## src/logic/serial_port_params.svh

```systemverilog
`ifndef SERIAL_PORT_PARAMS_SVH
`define SERIAL_PORT_PARAMS_SVH

// Serial control mode strap level that selects the two-wire mode
`define SHP_INTERFACE_SELECT_PIN_I2C_LEVEL  1'h0

// Four-wire cycle: bit counts
`define SHP_SPI_HDR_LAST     5'h07
`define SHP_SPI_BYTE_LAST    5'h0f
`define SHP_SPI_CYCLE_BITS   5'h10
`define SHP_SPI_WRAP         5'h09
`define SHP_SPI_DATA_FIRST   5'h08

// Two-wire bus: bit counts and chip identifiers
`define SHP_I2C_BYTE_LAST    4'h7
`define SHP_I2C_ACK_BIT      4'h8
`define SHP_I2C_ID_A0_LOW    7'h20
`define SHP_I2C_ID_A0_HIGH   7'h21

// Reset values
`define SHP_ADDR_RESET       8'h00
`define SHP_DATA_RESET       8'h00
`define SHP_PIN_IDLE         5'h1f

`endif

```

## src/logic/serial_port_pkg.sv

```systemverilog
package serial_port_pkg;

  // Request towards the register file
  typedef struct packed {
    logic       wr;
    logic       rd;
    logic [7:0] addr;
    logic [7:0] wdata;
  } reg_req_t;

  // Two-wire receive sequence
  typedef enum logic [4:0] {
    I2C_IDLE    = 5'b0_0001,
    I2C_DEVADDR = 5'b0_0010,
    I2C_REGADDR = 5'b0_0100,
    I2C_WRITE   = 5'b0_1000,
    I2C_READ    = 5'b1_0000
  } i2c_state_t;

endpackage

```

## src/logic/pin_sync.sv

```systemverilog
`timescale 1ns/1ns

// Two-stage synchroniser, one chain per bit
module pin_sync #(
  parameter int          WIDTH     = 5,
  parameter logic [4:0]  RESET_VAL = 5'h00
) (
  input  wire logic             clock_i,
  input  wire logic             resetn_i,
  input  wire logic [WIDTH-1:0] async_i,
  output logic      [WIDTH-1:0] sync_o
);

  logic [WIDTH-1:0] meta;

  genvar g;
  generate
    for (g = 0; g < WIDTH; g++) begin : g_bit
      // First stage feeds only the second stage
      always_ff @(posedge clock_i or negedge resetn_i) begin
        if (!resetn_i) begin
          meta[g]   <= RESET_VAL[g];
          sync_o[g] <= RESET_VAL[g];
        end else begin
          meta[g]   <= async_i[g];
          sync_o[g] <= meta[g];
        end
      end
    end
  endgenerate

endmodule

```

## src/logic/serial_host_port.sv

```systemverilog
`timescale 1ns/1ns
`include "serial_port_params.svh"

// Operation
// [RL1] Strap low selects two-wire mode, otherwise four-wire slave mode.
// [RL2] Four-wire mode is slave only; each transaction is one 16-bit cycle.
// [RL3] Cycle carries 7-bit address, read/write flag, then 8-bit data.
// [RL4] Flag high means register write, flag low means register read.
// [RL5] Serial output is released except while shifting out read data.
// [RL6] Address and data fields travel most significant bit first.
// [RL7] Host keeps select low through a cycle, high between cycles.
// [RL8] Select high resets receive logic and clears the bit counter.
// [RL9] Inputs sampled on clock rise, outputs launched on clock fall.
// [RL10] Four-wire port steps through successive addresses on continued transfers.
// [RL11] Two-wire mode uses clock pin and open-drain data pin.
// [RL12] Data line changes only while clock is low.
// [RL13] Data falling while clock high is a START.
// [RL14] Data rising while clock high is a STOP.
// [RL15] Only the master creates START and STOP; device never does.
// [RL16] Bus busy from START until the next STOP.
// [RL17] Repeated START acts like a first START and restarts addressing.
// [RL18] Chip address 20h with address pin low, 21h high; eighth bit direction.
// [RL19] Write: byte after chip address is register, next byte is data.
// [RL20] Bytes are eight bits MSB first; receiver acknowledges on ninth clock.
// [RL21] Master reads by writing register address, repeated START, then reading.
// [RL22] Register pointer advances by one after each data byte; a two-wire read byte the master refuses leaves it unchanged.
module serial_host_port (
  input  wire logic                      clock_i,
  input  wire logic                      resetn_i,
  input  wire logic                      interface_select_pin_i,
  input  wire logic                      slave_select_n_i,
  input  wire logic                      serial_clock_i,
  input  wire logic                      serial_in_addr_bit_pin_i,
  input  wire logic                      sda_i,
  output logic                           sda_o,
  output logic                           sda_oe_o,
  output logic                           serial_out_o,
  output logic                           serial_out_oe_o,
  output logic                           bus_busy_o,
  output serial_port_pkg::reg_req_t      reg_req_o,
  input  wire logic [7:0]                reg_rdata_i
);

  ////////////////////////////////////////////////////////////////////////////
  // Pin synchronisers and edge detection

  logic [4:0] pins_sync;
  logic       sck_prev;
  logic       sda_prev;

  pin_sync #(
    .WIDTH     (5),
    .RESET_VAL (`SHP_PIN_IDLE)
  ) u_sync (
    .clock_i  (clock_i),
    .resetn_i (resetn_i),
    .async_i  ({interface_select_pin_i, slave_select_n_i, serial_clock_i,
                serial_in_addr_bit_pin_i, sda_i}),
    .sync_o   (pins_sync)
  );

  logic s_interface_select_pin;
  logic s_ss_n;
  logic s_sck;
  logic s_si;
  logic s_sda;
  logic sck_rise;
  logic sck_fall;
  logic spi_mode;
  logic i2c_mode;

  // Named views of the synchronised pins
  assign s_interface_select_pin  = pins_sync[4];
  assign s_ss_n   = pins_sync[3];
  assign s_sck    = pins_sync[2];
  assign s_si     = pins_sync[1];
  assign s_sda    = pins_sync[0];
  assign sck_rise = s_sck & ~sck_prev;
  assign sck_fall = ~s_sck & sck_prev;
  assign i2c_mode = (s_interface_select_pin == `SHP_INTERFACE_SELECT_PIN_I2C_LEVEL); // [RL1]
  assign spi_mode = ~i2c_mode;                        // [RL1]

  // Previous levels start idle-high so release of reset is no edge
  always_ff @(posedge clock_i or negedge resetn_i) begin
    if (!resetn_i) begin
      sck_prev <= 1'b1;
      sda_prev <= 1'b1;
    end else begin
      sck_prev <= s_sck;
      sda_prev <= s_sda;
    end
  end

  ////////////////////////////////////////////////////////////////////////////
  // Four-wire slave

  logic [4:0] spi_cnt;
  logic [6:0] spi_shift;
  logic [7:0] spi_addr;
  logic       spi_write;
  logic [7:0] out_shift;

  logic       spi_active;
  logic       spi_hdr_done;
  logic       spi_byte_done;
  logic       spi_launch;
  logic       spi_wr_evt;
  logic       spi_rd_evt;
  logic [7:0] spi_rd_addr;

  // Cycle decode: header after eight rises, data byte after sixteen
  assign spi_active    = spi_mode & ~s_ss_n;                                   // [RL2]
  assign spi_hdr_done  = spi_active & sck_rise & (spi_cnt == `SHP_SPI_HDR_LAST); // [RL3]
  assign spi_byte_done = spi_active & sck_rise & (spi_cnt == `SHP_SPI_BYTE_LAST);
  assign spi_launch    = spi_active & sck_fall & ~spi_write & (spi_cnt >= `SHP_SPI_DATA_FIRST); // [RL5] [RL9]
  assign spi_wr_evt    = spi_byte_done & spi_write;                              // [RL4]
  assign spi_rd_evt    = (spi_hdr_done & ~s_si) | (spi_byte_done & ~spi_write);  // [RL4]
  assign spi_rd_addr   = spi_hdr_done ? {1'b0, spi_shift} : 8'(spi_addr + 8'h01); // [RL10]

  // Holding select high keeps the bit counter and output enable cleared and the write flag set, so a torn cycle is dropped
  always_ff @(posedge clock_i or negedge resetn_i) begin
    if (!resetn_i) begin
      spi_cnt         <= 5'h00;
      spi_shift       <= 7'h00;
      spi_addr        <= `SHP_ADDR_RESET;
      spi_write       <= 1'b1;
      serial_out_o    <= 1'b0;
      serial_out_oe_o <= 1'b0;
    end else if (!spi_active) begin
      spi_cnt         <= 5'h00;                    // [RL8] [RL7]
      spi_write       <= 1'b1;
      serial_out_oe_o <= 1'b0;                     // [RL5]
    end else begin
      if (sck_rise) begin
        spi_shift <= {spi_shift[5:0], s_si};       // [RL6] [RL9]
        // Past sixteen bits the next byte continues at the next address
        spi_cnt   <= (spi_cnt == `SHP_SPI_CYCLE_BITS) ? `SHP_SPI_WRAP : 5'(spi_cnt + 5'h01); // [RL10]
      end
      if (spi_hdr_done) begin
        spi_addr  <= {1'b0, spi_shift};            // [RL3]
        spi_write <= s_si;                         // [RL4]
      end
      if (spi_byte_done) begin
        spi_addr <= 8'(spi_addr + 8'h01);          // [RL22]
      end
      if (spi_launch) begin
        serial_out_oe_o <= 1'b1;                   // [RL5]
        serial_out_o    <= out_shift[7];           // [RL6] [RL9]
      end
    end
  end

  ////////////////////////////////////////////////////////////////////////////
  // Two-wire slave

  serial_port_pkg::i2c_state_t i2c_state;
  logic [3:0] i2c_cnt;
  logic [6:0] i2c_shift;
  logic [7:0] i2c_ptr;
  logic       ack_pending;

  logic       i2c_start;
  logic       i2c_stop;
  logic       i2c_rise;
  logic       i2c_byte;
  logic       i2c_ninth;
  logic       in_read;
  logic       host_acks;
  logic [7:0] byte_val;
  logic [6:0] own_id;
  logic       id_match;
  logic       i2c_wr_evt;
  logic       i2c_rd_evt;
  logic       i2c_launch;
  logic [7:0] i2c_rd_addr;

  // Conditions seen while the clock stays high
  assign i2c_start   = i2c_mode & s_sck & sck_prev & sda_prev & ~s_sda;   // [RL13]
  assign i2c_stop    = i2c_mode & s_sck & sck_prev & ~sda_prev & s_sda;   // [RL14]
  assign i2c_rise    = i2c_mode & sck_rise & (i2c_state != serial_port_pkg::I2C_IDLE);
  assign i2c_byte    = i2c_rise & (i2c_cnt == `SHP_I2C_BYTE_LAST);
  assign i2c_ninth   = i2c_rise & (i2c_cnt == `SHP_I2C_ACK_BIT);
  assign in_read     = (i2c_state == serial_port_pkg::I2C_READ);
  // Ninth bit after a byte we sent; our own address ack must not count as the host's
  assign host_acks   = in_read & ~ack_pending;                            // [RL20]
  assign byte_val    = {i2c_shift, s_sda};                                // [RL20]
  assign own_id      = s_si ? `SHP_I2C_ID_A0_HIGH : `SHP_I2C_ID_A0_LOW;  // [RL18]
  assign id_match    = (byte_val[7:1] == own_id);                         // [RL18]
  assign i2c_wr_evt  = i2c_byte & (i2c_state == serial_port_pkg::I2C_WRITE); // [RL19]
  assign i2c_rd_evt  = (i2c_byte & (i2c_state == serial_port_pkg::I2C_DEVADDR) & id_match & byte_val[0])
                     | (i2c_ninth & host_acks & ~s_sda);                  // [RL21]
  assign i2c_rd_addr = in_read ? 8'(i2c_ptr + 8'h01) : i2c_ptr;           // [RL22]
  assign i2c_launch  = i2c_mode & sck_fall & ~i2c_start & ~i2c_stop & in_read
                     & (i2c_cnt != `SHP_I2C_ACK_BIT);                     // [RL12]

  // Device only releases or pulls low; it never makes START or STOP
  always_ff @(posedge clock_i or negedge resetn_i) begin
    if (!resetn_i) begin
      i2c_state   <= serial_port_pkg::I2C_IDLE;
      i2c_cnt     <= 4'h0;
      i2c_shift   <= 7'h00;
      i2c_ptr     <= `SHP_ADDR_RESET;
      ack_pending <= 1'b0;
      sda_oe_o    <= 1'b0;
      sda_o       <= 1'b0;
      bus_busy_o  <= 1'b0;
    end else begin
      sda_o <= 1'b0;                                   // [RL11] [RL15]
      if (!i2c_mode) begin
        i2c_state   <= serial_port_pkg::I2C_IDLE;
        ack_pending <= 1'b0;
        sda_oe_o    <= 1'b0;
        bus_busy_o  <= 1'b0;
      end else if (i2c_start) begin
        i2c_state   <= serial_port_pkg::I2C_DEVADDR;   // [RL17]
        i2c_cnt     <= 4'h0;
        ack_pending <= 1'b0;
        sda_oe_o    <= 1'b0;
        bus_busy_o  <= 1'b1;                           // [RL16]
      end else if (i2c_stop) begin
        i2c_state   <= serial_port_pkg::I2C_IDLE;
        i2c_cnt     <= 4'h0;
        ack_pending <= 1'b0;
        sda_oe_o    <= 1'b0;
        bus_busy_o  <= 1'b0;                           // [RL16]
      end else begin
        if (i2c_ninth) begin
          i2c_cnt     <= 4'h0;
          ack_pending <= 1'b0;
          if (host_acks && s_sda) begin
            i2c_state <= serial_port_pkg::I2C_IDLE;    // Master refused, wait for STOP
          end else if (host_acks) begin
            i2c_ptr <= 8'(i2c_ptr + 8'h01);            // [RL22]
          end
        end else if (i2c_rise) begin
          i2c_shift <= byte_val[6:0];                  // [RL20]
          i2c_cnt   <= 4'(i2c_cnt + 4'h1);
          if (i2c_byte) begin
            unique case (i2c_state)
              serial_port_pkg::I2C_DEVADDR: begin
                ack_pending <= id_match;               // [RL18] [RL20]
                if (!id_match) begin
                  i2c_state <= serial_port_pkg::I2C_IDLE;
                end else if (byte_val[0]) begin
                  i2c_state <= serial_port_pkg::I2C_READ;
                end else begin
                  i2c_state <= serial_port_pkg::I2C_REGADDR;
                end
              end
              serial_port_pkg::I2C_REGADDR: begin
                i2c_ptr     <= byte_val;               // [RL19]
                ack_pending <= 1'b1;
                i2c_state   <= serial_port_pkg::I2C_WRITE;
              end
              serial_port_pkg::I2C_WRITE: begin
                i2c_ptr     <= 8'(i2c_ptr + 8'h01);    // [RL22]
                ack_pending <= 1'b1;                   // [RL20]
              end
              serial_port_pkg::I2C_READ: begin
                ack_pending <= 1'b0;                   // Master acknowledges reads
              end
              serial_port_pkg::I2C_IDLE: begin
                ack_pending <= 1'b0;
              end
            endcase
          end
        end
        // Drive changes only on the falling clock
        if (i2c_mode && sck_fall) begin
          if (i2c_cnt == `SHP_I2C_ACK_BIT) begin
            sda_oe_o <= ack_pending;                   // [RL20] [RL12]
          end else if (in_read) begin
            sda_oe_o <= ~out_shift[7];                 // [RL11] [RL12]
          end else begin
            sda_oe_o <= 1'b0;
          end
        end
      end
    end
  end

  ////////////////////////////////////////////////////////////////////////////
  // Register file requests and read data shifter

  serial_port_pkg::reg_req_t next_req;
  logic                      load_pending;

  // Only one mode is live, so the two request sources never collide
  assign next_req.wr    = spi_wr_evt | i2c_wr_evt;
  assign next_req.rd    = spi_rd_evt | i2c_rd_evt;
  assign next_req.addr  = spi_mode ? (spi_wr_evt ? spi_addr : spi_rd_addr)
                                   : (i2c_wr_evt ? i2c_ptr : i2c_rd_addr);
  assign next_req.wdata = spi_mode ? {spi_shift, s_si} : byte_val;

  // Read data is taken two cycles after the read strobe, well before the next falling edge
  always_ff @(posedge clock_i or negedge resetn_i) begin
    if (!resetn_i) begin
      reg_req_o    <= '0;
      load_pending <= 1'b0;
      out_shift    <= `SHP_DATA_RESET;
    end else begin
      reg_req_o    <= next_req;
      load_pending <= reg_req_o.rd;
      if (load_pending) begin
        out_shift <= reg_rdata_i;
      end else if (spi_launch || i2c_launch) begin
        out_shift <= {out_shift[6:0], 1'b0};           // [RL6] [RL20]
      end
    end
  end

endmodule

```

## config.mk

```make
export PLATFORM = sky130hd
export DESIGN_NAME = serial_host_port
export DESIGN_NICKNAME = d
export VERILOG_FILES = /design/src/logic/serial_port_pkg.sv /design/src/logic/pin_sync.sv /design/src/logic/serial_host_port.sv
export VERILOG_INCLUDE_DIRS = /design/src /design/src/logic
export SDC_FILE = /design/constraint.sdc
export NUM_CORES = 1
export LEC_CHECK = 0
export BUFFER_PORTS_ARGS = -buffer_cell sky130_fd_sc_hd__buf_2
export CORE_MARGIN = 1.5
export CORE_UTILIZATION = 42
export CTS_BUF_LIST = sky130_fd_sc_hd__clkbuf_16
export DETAILED_ROUTE_END_ITERATION = 8
export HOLD_SLACK_MARGIN = 0.08
export MAX_ROUTING_LAYER = met4
export SETUP_SLACK_MARGIN = 0.15
export SYNTH_ARGS = -nofsm -noshare
export SYNTH_HDL_FRONTEND = slang
export SYNTH_SLANG_ARGS = --single-unit
```

## constraint.sdc

```tcl
create_clock -name clock_i -period 3.1 [get_ports clock_i]
set_input_delay 0.155 -clock clock_i [delete_from_list [all_inputs] [get_ports clock_i]]
set_output_delay 0.155 -clock clock_i [all_outputs]
set_load 0.05 [all_outputs]
```

==> impl_metrics.toml, run 1 <==
[placed_design]
portBuffers = 36
gp_congestion = 0.9100
dp_hpwl_mm = 7.532

[floorplan]
dieHeight_um = 107.0
placementRows = 37
die_x_um = 107.0
start_util_pct = 43.62
die-area_um2 = 11450
coreArea_um2 = 10420
io_pins = 38

[pwr]
clkPwrFrac_pct = 43.6
combPwrFrac_pct = 8.9
switching_power_mw = 0.6921
p_leak_nw = 2.309
powerDensity_nw_per_um2 = 513.6
p_int_mw = 2.021
peakVddDrop_mv = 0.2350
swShare_pct = 25.51
seq_power_share_pct = 47.6

[drt]
via_per_inst = 5.558
drt-initial-drc-count = 170
vias = 3607
ant_nets = 0
routed_wl_mm = 10.77
detail_route.wl_per_cell_um = 16.59
drc = 0
drt_pass1_iterations = 7

[worst_setup_path]
cp_top_family = "compound AO/OA/AOI/OAI gates"
start_kind = "flip-flop"
worstPathArrival_ns = 2.71
worst_path_largest_cell_delay_ns = 0.58
criticalPathCategory = "flip-flop to flip-flop"
cp_max_fo = 16
crit_chain = "nand2b_1, a211o_2, a21oi_2, o21ai_0, a22o_1"
cp.buffers_inverters = 0
slowest_stage = "dfstp_2"
endpoint_kind = "flip-flop"
cp_data_required_time_ns = 3.34

[yosys]
netlist_area_um2 = 4543
synth-edff-count = 0
yosys.area_share.simple_pct = 18.76
synth-xor-area-share_pct = 1.928
synth_mux_area_share_pct = 8.345
synth_ff_type = "dfrtp_1"
yosysSeqAreaShare_pct = 49.41
synthCells = 460
ys_ff_latch = 89
synth-compound-area-share_pct = 15.97
async_flop_share_pct = 100.0
synth_top_family_by_area = "simple AND/OR/NAND/NOR gates"
ys_warn_count = 0
synth_nets = 482
synth.distinct_cells = 59
synthAdderAreaFrac_pct = 1.928
syn_area_per_cell_um2 = 9.876

[sta]
hold_viol_final = 0
fin_crit_sh_pct = 79.69
fmax_mhz = 404.8
fin_worst_skew_ns = 0.01120
tightest_slew_ns = 0.6819
layout_min_cycle_time_ns = 2.470
slew_headroom_pct = 54.54
setup_tns_ns = 0
drv_slew = 0
setup_viol = 0
rsz0062_at_grt = "no"

[global_routing]
grt_pass1_wl_mm = 18.08
grt_usage_pct = 21.03
met2_usage_pct = 32.28
grt_pass1_vias = 3529
antenna_found_initial = 0
use_met3_pct = 2.492
overflow = 0
grt_max_degree = 47
grt_busiest_layer = "met2"
grt_use_met1_pct = 28.14

[clock_tree]
post_cts_resized = 0
cts_tree = "yes"
post-cts-setup-buffers = 0
numCtsBuffers = 9
cts-hold-fix-buffers = 14
clkSinkCount = 89
clk_pin_slew_worst_paths_ns = 0.07
insertion_delay_ns = 0.35
clk_path_buf_depth = 2
h-tree-depth = 3
cts-root-buf = "clkbuf_16"

[layout]
synthToLayoutAreaGrowth_pct = 16.28
utilization_pct = 50.71
drive_gt1_share_pct = 20.47
n_antenna_cell = 0
layout.nets = 530
layout_common_cells = "dfrtp_1, nand2_1, o21ai_0, nor2_1, buf_2"
final_common_cell = "dfrtp_1"

[status]
status = "finished clean"

[hold_path]
min_path_type = "primary input to asynchronous set/reset pin"

[flow_run]
drv_cap = 0
[worst paths after layout]
check | depth (start not counted) | slack [ns] | to | start
worst max-delay path | 5 | 0.63 | i2c_ptr[7] | u_sync.sync_o[2]
worst max register to register | 5 | 0.63 | i2c_ptr[7] | u_sync.sync_o[2]
worst min-delay path | 2 | 0.34 | i2c_shift[0] | resetn_i
worst min register to register | 0 | 0.35 | u_sync.sync_o[1] | u_sync.meta[1]
min in group clock_i | 0 | 0.35 | u_sync.sync_o[1] | u_sync.meta[1]
max in group asynchronous | 3 | 1.99 | reg_req_o[6] | resetn_i
[state kept, by name (all words and copies together), names as in the netlist, 4 cells and up]
register and cells:
out_shift 8, i2c_ptr 8, spi_cnt 5, i2c_cnt 4, i2c_state 5, i2c_shift 7
u_sync.sync_o 5, spi_shift 7, spi_addr 8, reg_req_o 18, u_sync.meta 5
[stage by stage]
| stage | worst slack (ns) | hold slack (ns) | cell area (µm²) | power, mW | instances |
|---|---|---|---|---|---|
| floorplan | 1.000 | -0.1406 | 4543 | 1.448 | 460 |
| global placement | 0.7859 | 0.2123 | 4823 | 1.537 | 619 |
| detailed placement | 0.6972 | 0.2066 | 4823 | 1.542 | 619 |
| CTS | 0.6765 | 0.3544 | 5283 | 2.738 | 649 |
| global route | 0.5025 | 0.3605 | 5283 | 2.813 | 649 |
| finish | 0.6297 | 0.3428 | 5283 | 2.713 | 649 |
[worst reg2reg max path, delay by kind of cell, from the launching register on]
family,cells,cell delay (ns)
flops,1,0.58
simple gates,1,0.28
compound gates,4,1.50
[layer usage]
metal	part of all wire, %	wire length [µm]
met1	46	4956
met2	48	5177
met3	3.7	397
met4	2.2	239
met5	0	0
[final cells by class]
class	count	area [µm²]
timing repair buffer	55	360.3
clock inverter	7	93.84
fill	971	5134
inverter	14	52.55
sequential	89	2245
tap	136	170.2
multi-input combinational	339	2136
clock buffer	9	225.2
[cell families after synthesis]
kind of cell,after synthesis
simple gates,174
fa+ha+maj,7
flops,89
other cells,1
xor+xnor,10
mux,35
buf+inv,32
compound gates,112
[synth_stat cells (7+ instances only)]
cell type | instances | area [µm²]
clkbuf_1 | 8 | 30.03
ha_1 | 7 | 87.58
xnor2_1 | 9 | 78.83
mux2i_1 | 12 | 120.1
and3_1 | 11 | 68.82
nor3_1 | 7 | 35.03
mux2_2 | 21 | 236.5
nand3_1 | 15 | 75.07
inv_1 | 14 | 52.55
o21ai_0 | 43 | 215.2
nor2_1 | 37 | 138.9
nand2b_1 | 7 | 43.79
dfstp_2 | 14 | 367.9
dfrtp_1 | 75 | 1877
a21oi_1 | 18 | 90.09
a31oi_1 | 7 | 43.79
nand2_1 | 64 | 240.2
[power by group through the flow]
stage               registers, mW  logic (mW)  clock network [mW]
floorplan                    1.35      0.0970                   0
global placement             1.31       0.229                   0
detailed placement           1.31       0.232                   0
CTS                          1.29       0.246                1.20
global route                 1.30       0.265                1.25
finish                       1.29       0.241                1.18
No activity file was read; power rests on OpenSTA's default activity.
==> run 2: changes to the inputs <==
Clock period 3.1 ns to 2.1 ns, I/O delays scaled along.
==> impl_metrics.toml, run 2 (synthesis results as in run 1) <==
[clock_tree]
cts-root-buf = "clkbuf_16"
h-tree-depth = 3
cts_tree = "yes"
insertion_delay_ns = 0.34
numCtsBuffers = 9
clk_path_buf_depth = 2
clk_pin_slew_worst_paths_ns = 0.07
clkSinkCount = 89

[floorplan]
die-area_um2 = 11450
dieHeight_um = 107.0
start_util_pct = 43.62
placementRows = 37
coreArea_um2 = 10420
die_x_um = 107.0
io_pins = 38

[layout]
layout.nets = 561
n_antenna_cell = 0
synthToLayoutAreaGrowth_pct = 24.32
largest_register_ffs = 18
fill_cells = 937
final_common_cell = "dfrtp_1"
utilization_pct = 54.22
layout_common_cells = "dfrtp_1, nand2_1, o21ai_0, nor2_1, buf_2"
largest_register = "reg_req_o"
drive_gt1_share_pct = 29.60

[worst_setup_path]
worstPathArrival_ns = 2.16
cp_data_required_time_ns = 2.33
criticalPathCategory = "flip-flop to flip-flop"
endpoint_kind = "flip-flop"
cp_max_fo = 5
start_kind = "flip-flop"

[pwr]
seq_power_share_pct = 48.0
peakVddDrop_mv = 0.4032
p_int_mw = 2.877
switching_power_mw = 1.062
p_leak_nw = 2.475
powerDensity_nw_per_um2 = 697.5
combPwrFrac_pct = 10.4
clkPwrFrac_pct = 41.6
swShare_pct = 26.97

[sta]
setup_tns_ns = 0
fin_crit_sh_pct = 92.03
drv_slew = 0
layout_min_cycle_time_ns = 1.933
hold_viol_final = 0
setup_viol = 0
fin_ws_ns = 0.1674
fin_worst_skew_ns = 0.004327
rsz0062_at_grt = "yes"
fmax_mhz = 517.4

[placed_design]
dp_hpwl_mm = 7.468
gp_congestion = 0.9160
place_ws_ns = 0.06821
portBuffers = 36

[drt]
vias = 3611
drt_pass1_iterations = 5
ant_nets = 0
drc = 0
drt-initial-drc-count = 146
detail_route.wl_per_cell_um = 15.17
via_per_inst = 5.310
routed_wl_mm = 10.32

[global_routing]
antenna_found_initial = 0
grt_pass1_wl_mm = 17.75
grt_pass1_vias = 3661
overflow = 0
grt_max_degree = 47
grt_usage_pct = 20.14

[flow_run]
drv_cap = 0

[hold_path]
min_path_type = "primary input to asynchronous set/reset pin"

[status]
status = "finished clean"
run 2: cell types whose count changed in the layout (fill, tap and decap cells not counted), moves of 2 or more:
cell / previous run / this run
ha_2: 0 / 2
bufinv_16: 2 / 0
buf_6: 0 / 4
ha_1: 7 / 3
inv_2: 0 / 2
mux2_4: 0 / 2
buf_4: 6 / 32
dfrtp_2: 0 / 3
nand2_2: 0 / 2
inv_8: 0 / 2
ha_4: 0 / 2
nand2_1: 64 / 62
inv_1: 14 / 12
dfrtp_1: 75 / 72
run 2: through the flow:
stage	total power, mW	cells	hold WS (ns)	cell area (µm²)
after global placement	2.288	642	0.004473	5026
after CTS	3.964	676	0.1854	5524
after floorplan	2.138	460	-0.1906	4571
final	3.939	680	0.1825	5648
after detailed placement	2.297	642	0.007210	5026
after global routing	4.098	680	0.2183	5648
run 2: power by group through the flow:
stage | clock [mW] | sequential, mW | combinational, mW
after floorplan | 0 | 1.99 | 0.144
after detailed placement | 0 | 1.92 | 0.374
after global placement | 0 | 1.92 | 0.369
final | 1.64 | 1.89 | 0.409
after global routing | 1.75 | 1.90 | 0.447
after CTS | 1.67 | 1.89 | 0.402
run 2: repair_timing:
| item | CTS | global route |
|---|---|---|
| pin swaps | 1 | 9 |
| resized for setup | 4 | 27 |
| endpoints found under the setup margin | 9 | 36 |
| endpoints found under the hold margin | 88 | 0 |
| hold buffers | 14 | 0 |
| buffers inserted | 4 | 4 |
run 2: per-layer routing:
layer / global-route usage (%) / wire length, µm
met5: - / 0
met4: 4.000 / 87
met3: 3.830 / 402
met2: 32.88 / 5082
met1: 26.37 / 4745
run 2: final timing paths:
check / from / slack (ns) / cells after the start / to
min in group clock_i: u_sync.meta[4] / 0.36 / 0 / u_sync.sync_o[4]
worst max register to register: i2c_cnt[0] / 0.17 / 6 / i2c_state[3]
max in group asynchronous: resetn_i / 1.30 / 3 / i2c_shift[1]
worst min register to register: u_sync.meta[4] / 0.36 / 0 / u_sync.sync_o[4]
worst max-delay path: i2c_cnt[0] / 0.17 / 6 / i2c_state[3]
worst min-delay path: resetn_i / 0.18 / 2 / spi_addr[6]
run 2: area by class of cell:
class / count / area [µm²] / share of cell area (%)
Inverter: 14 / 52.55 / 0.9304
Clock buffer: 10 / 250.2 / 4.431
Clock inverter: 6 / 55.05 / 0.9747
Sequential cell: 89 / 2248 / 39.81
Multi-Input combinational cell: 339 / 2251 / 39.85
Tap cell: 136 / 170.2 / 3.013
Timing Repair Buffer: 86 / 620.6 / 10.99
run 2: worst max-delay path, cell delays in order (launching register included):
cell      delay [ns]
dfrtp_1         0.39
ha_2            0.21
nand3b_1        0.11
or4_4           0.44
o22ai_2         0.20
a21oi_2         0.13
mux2_4          0.33
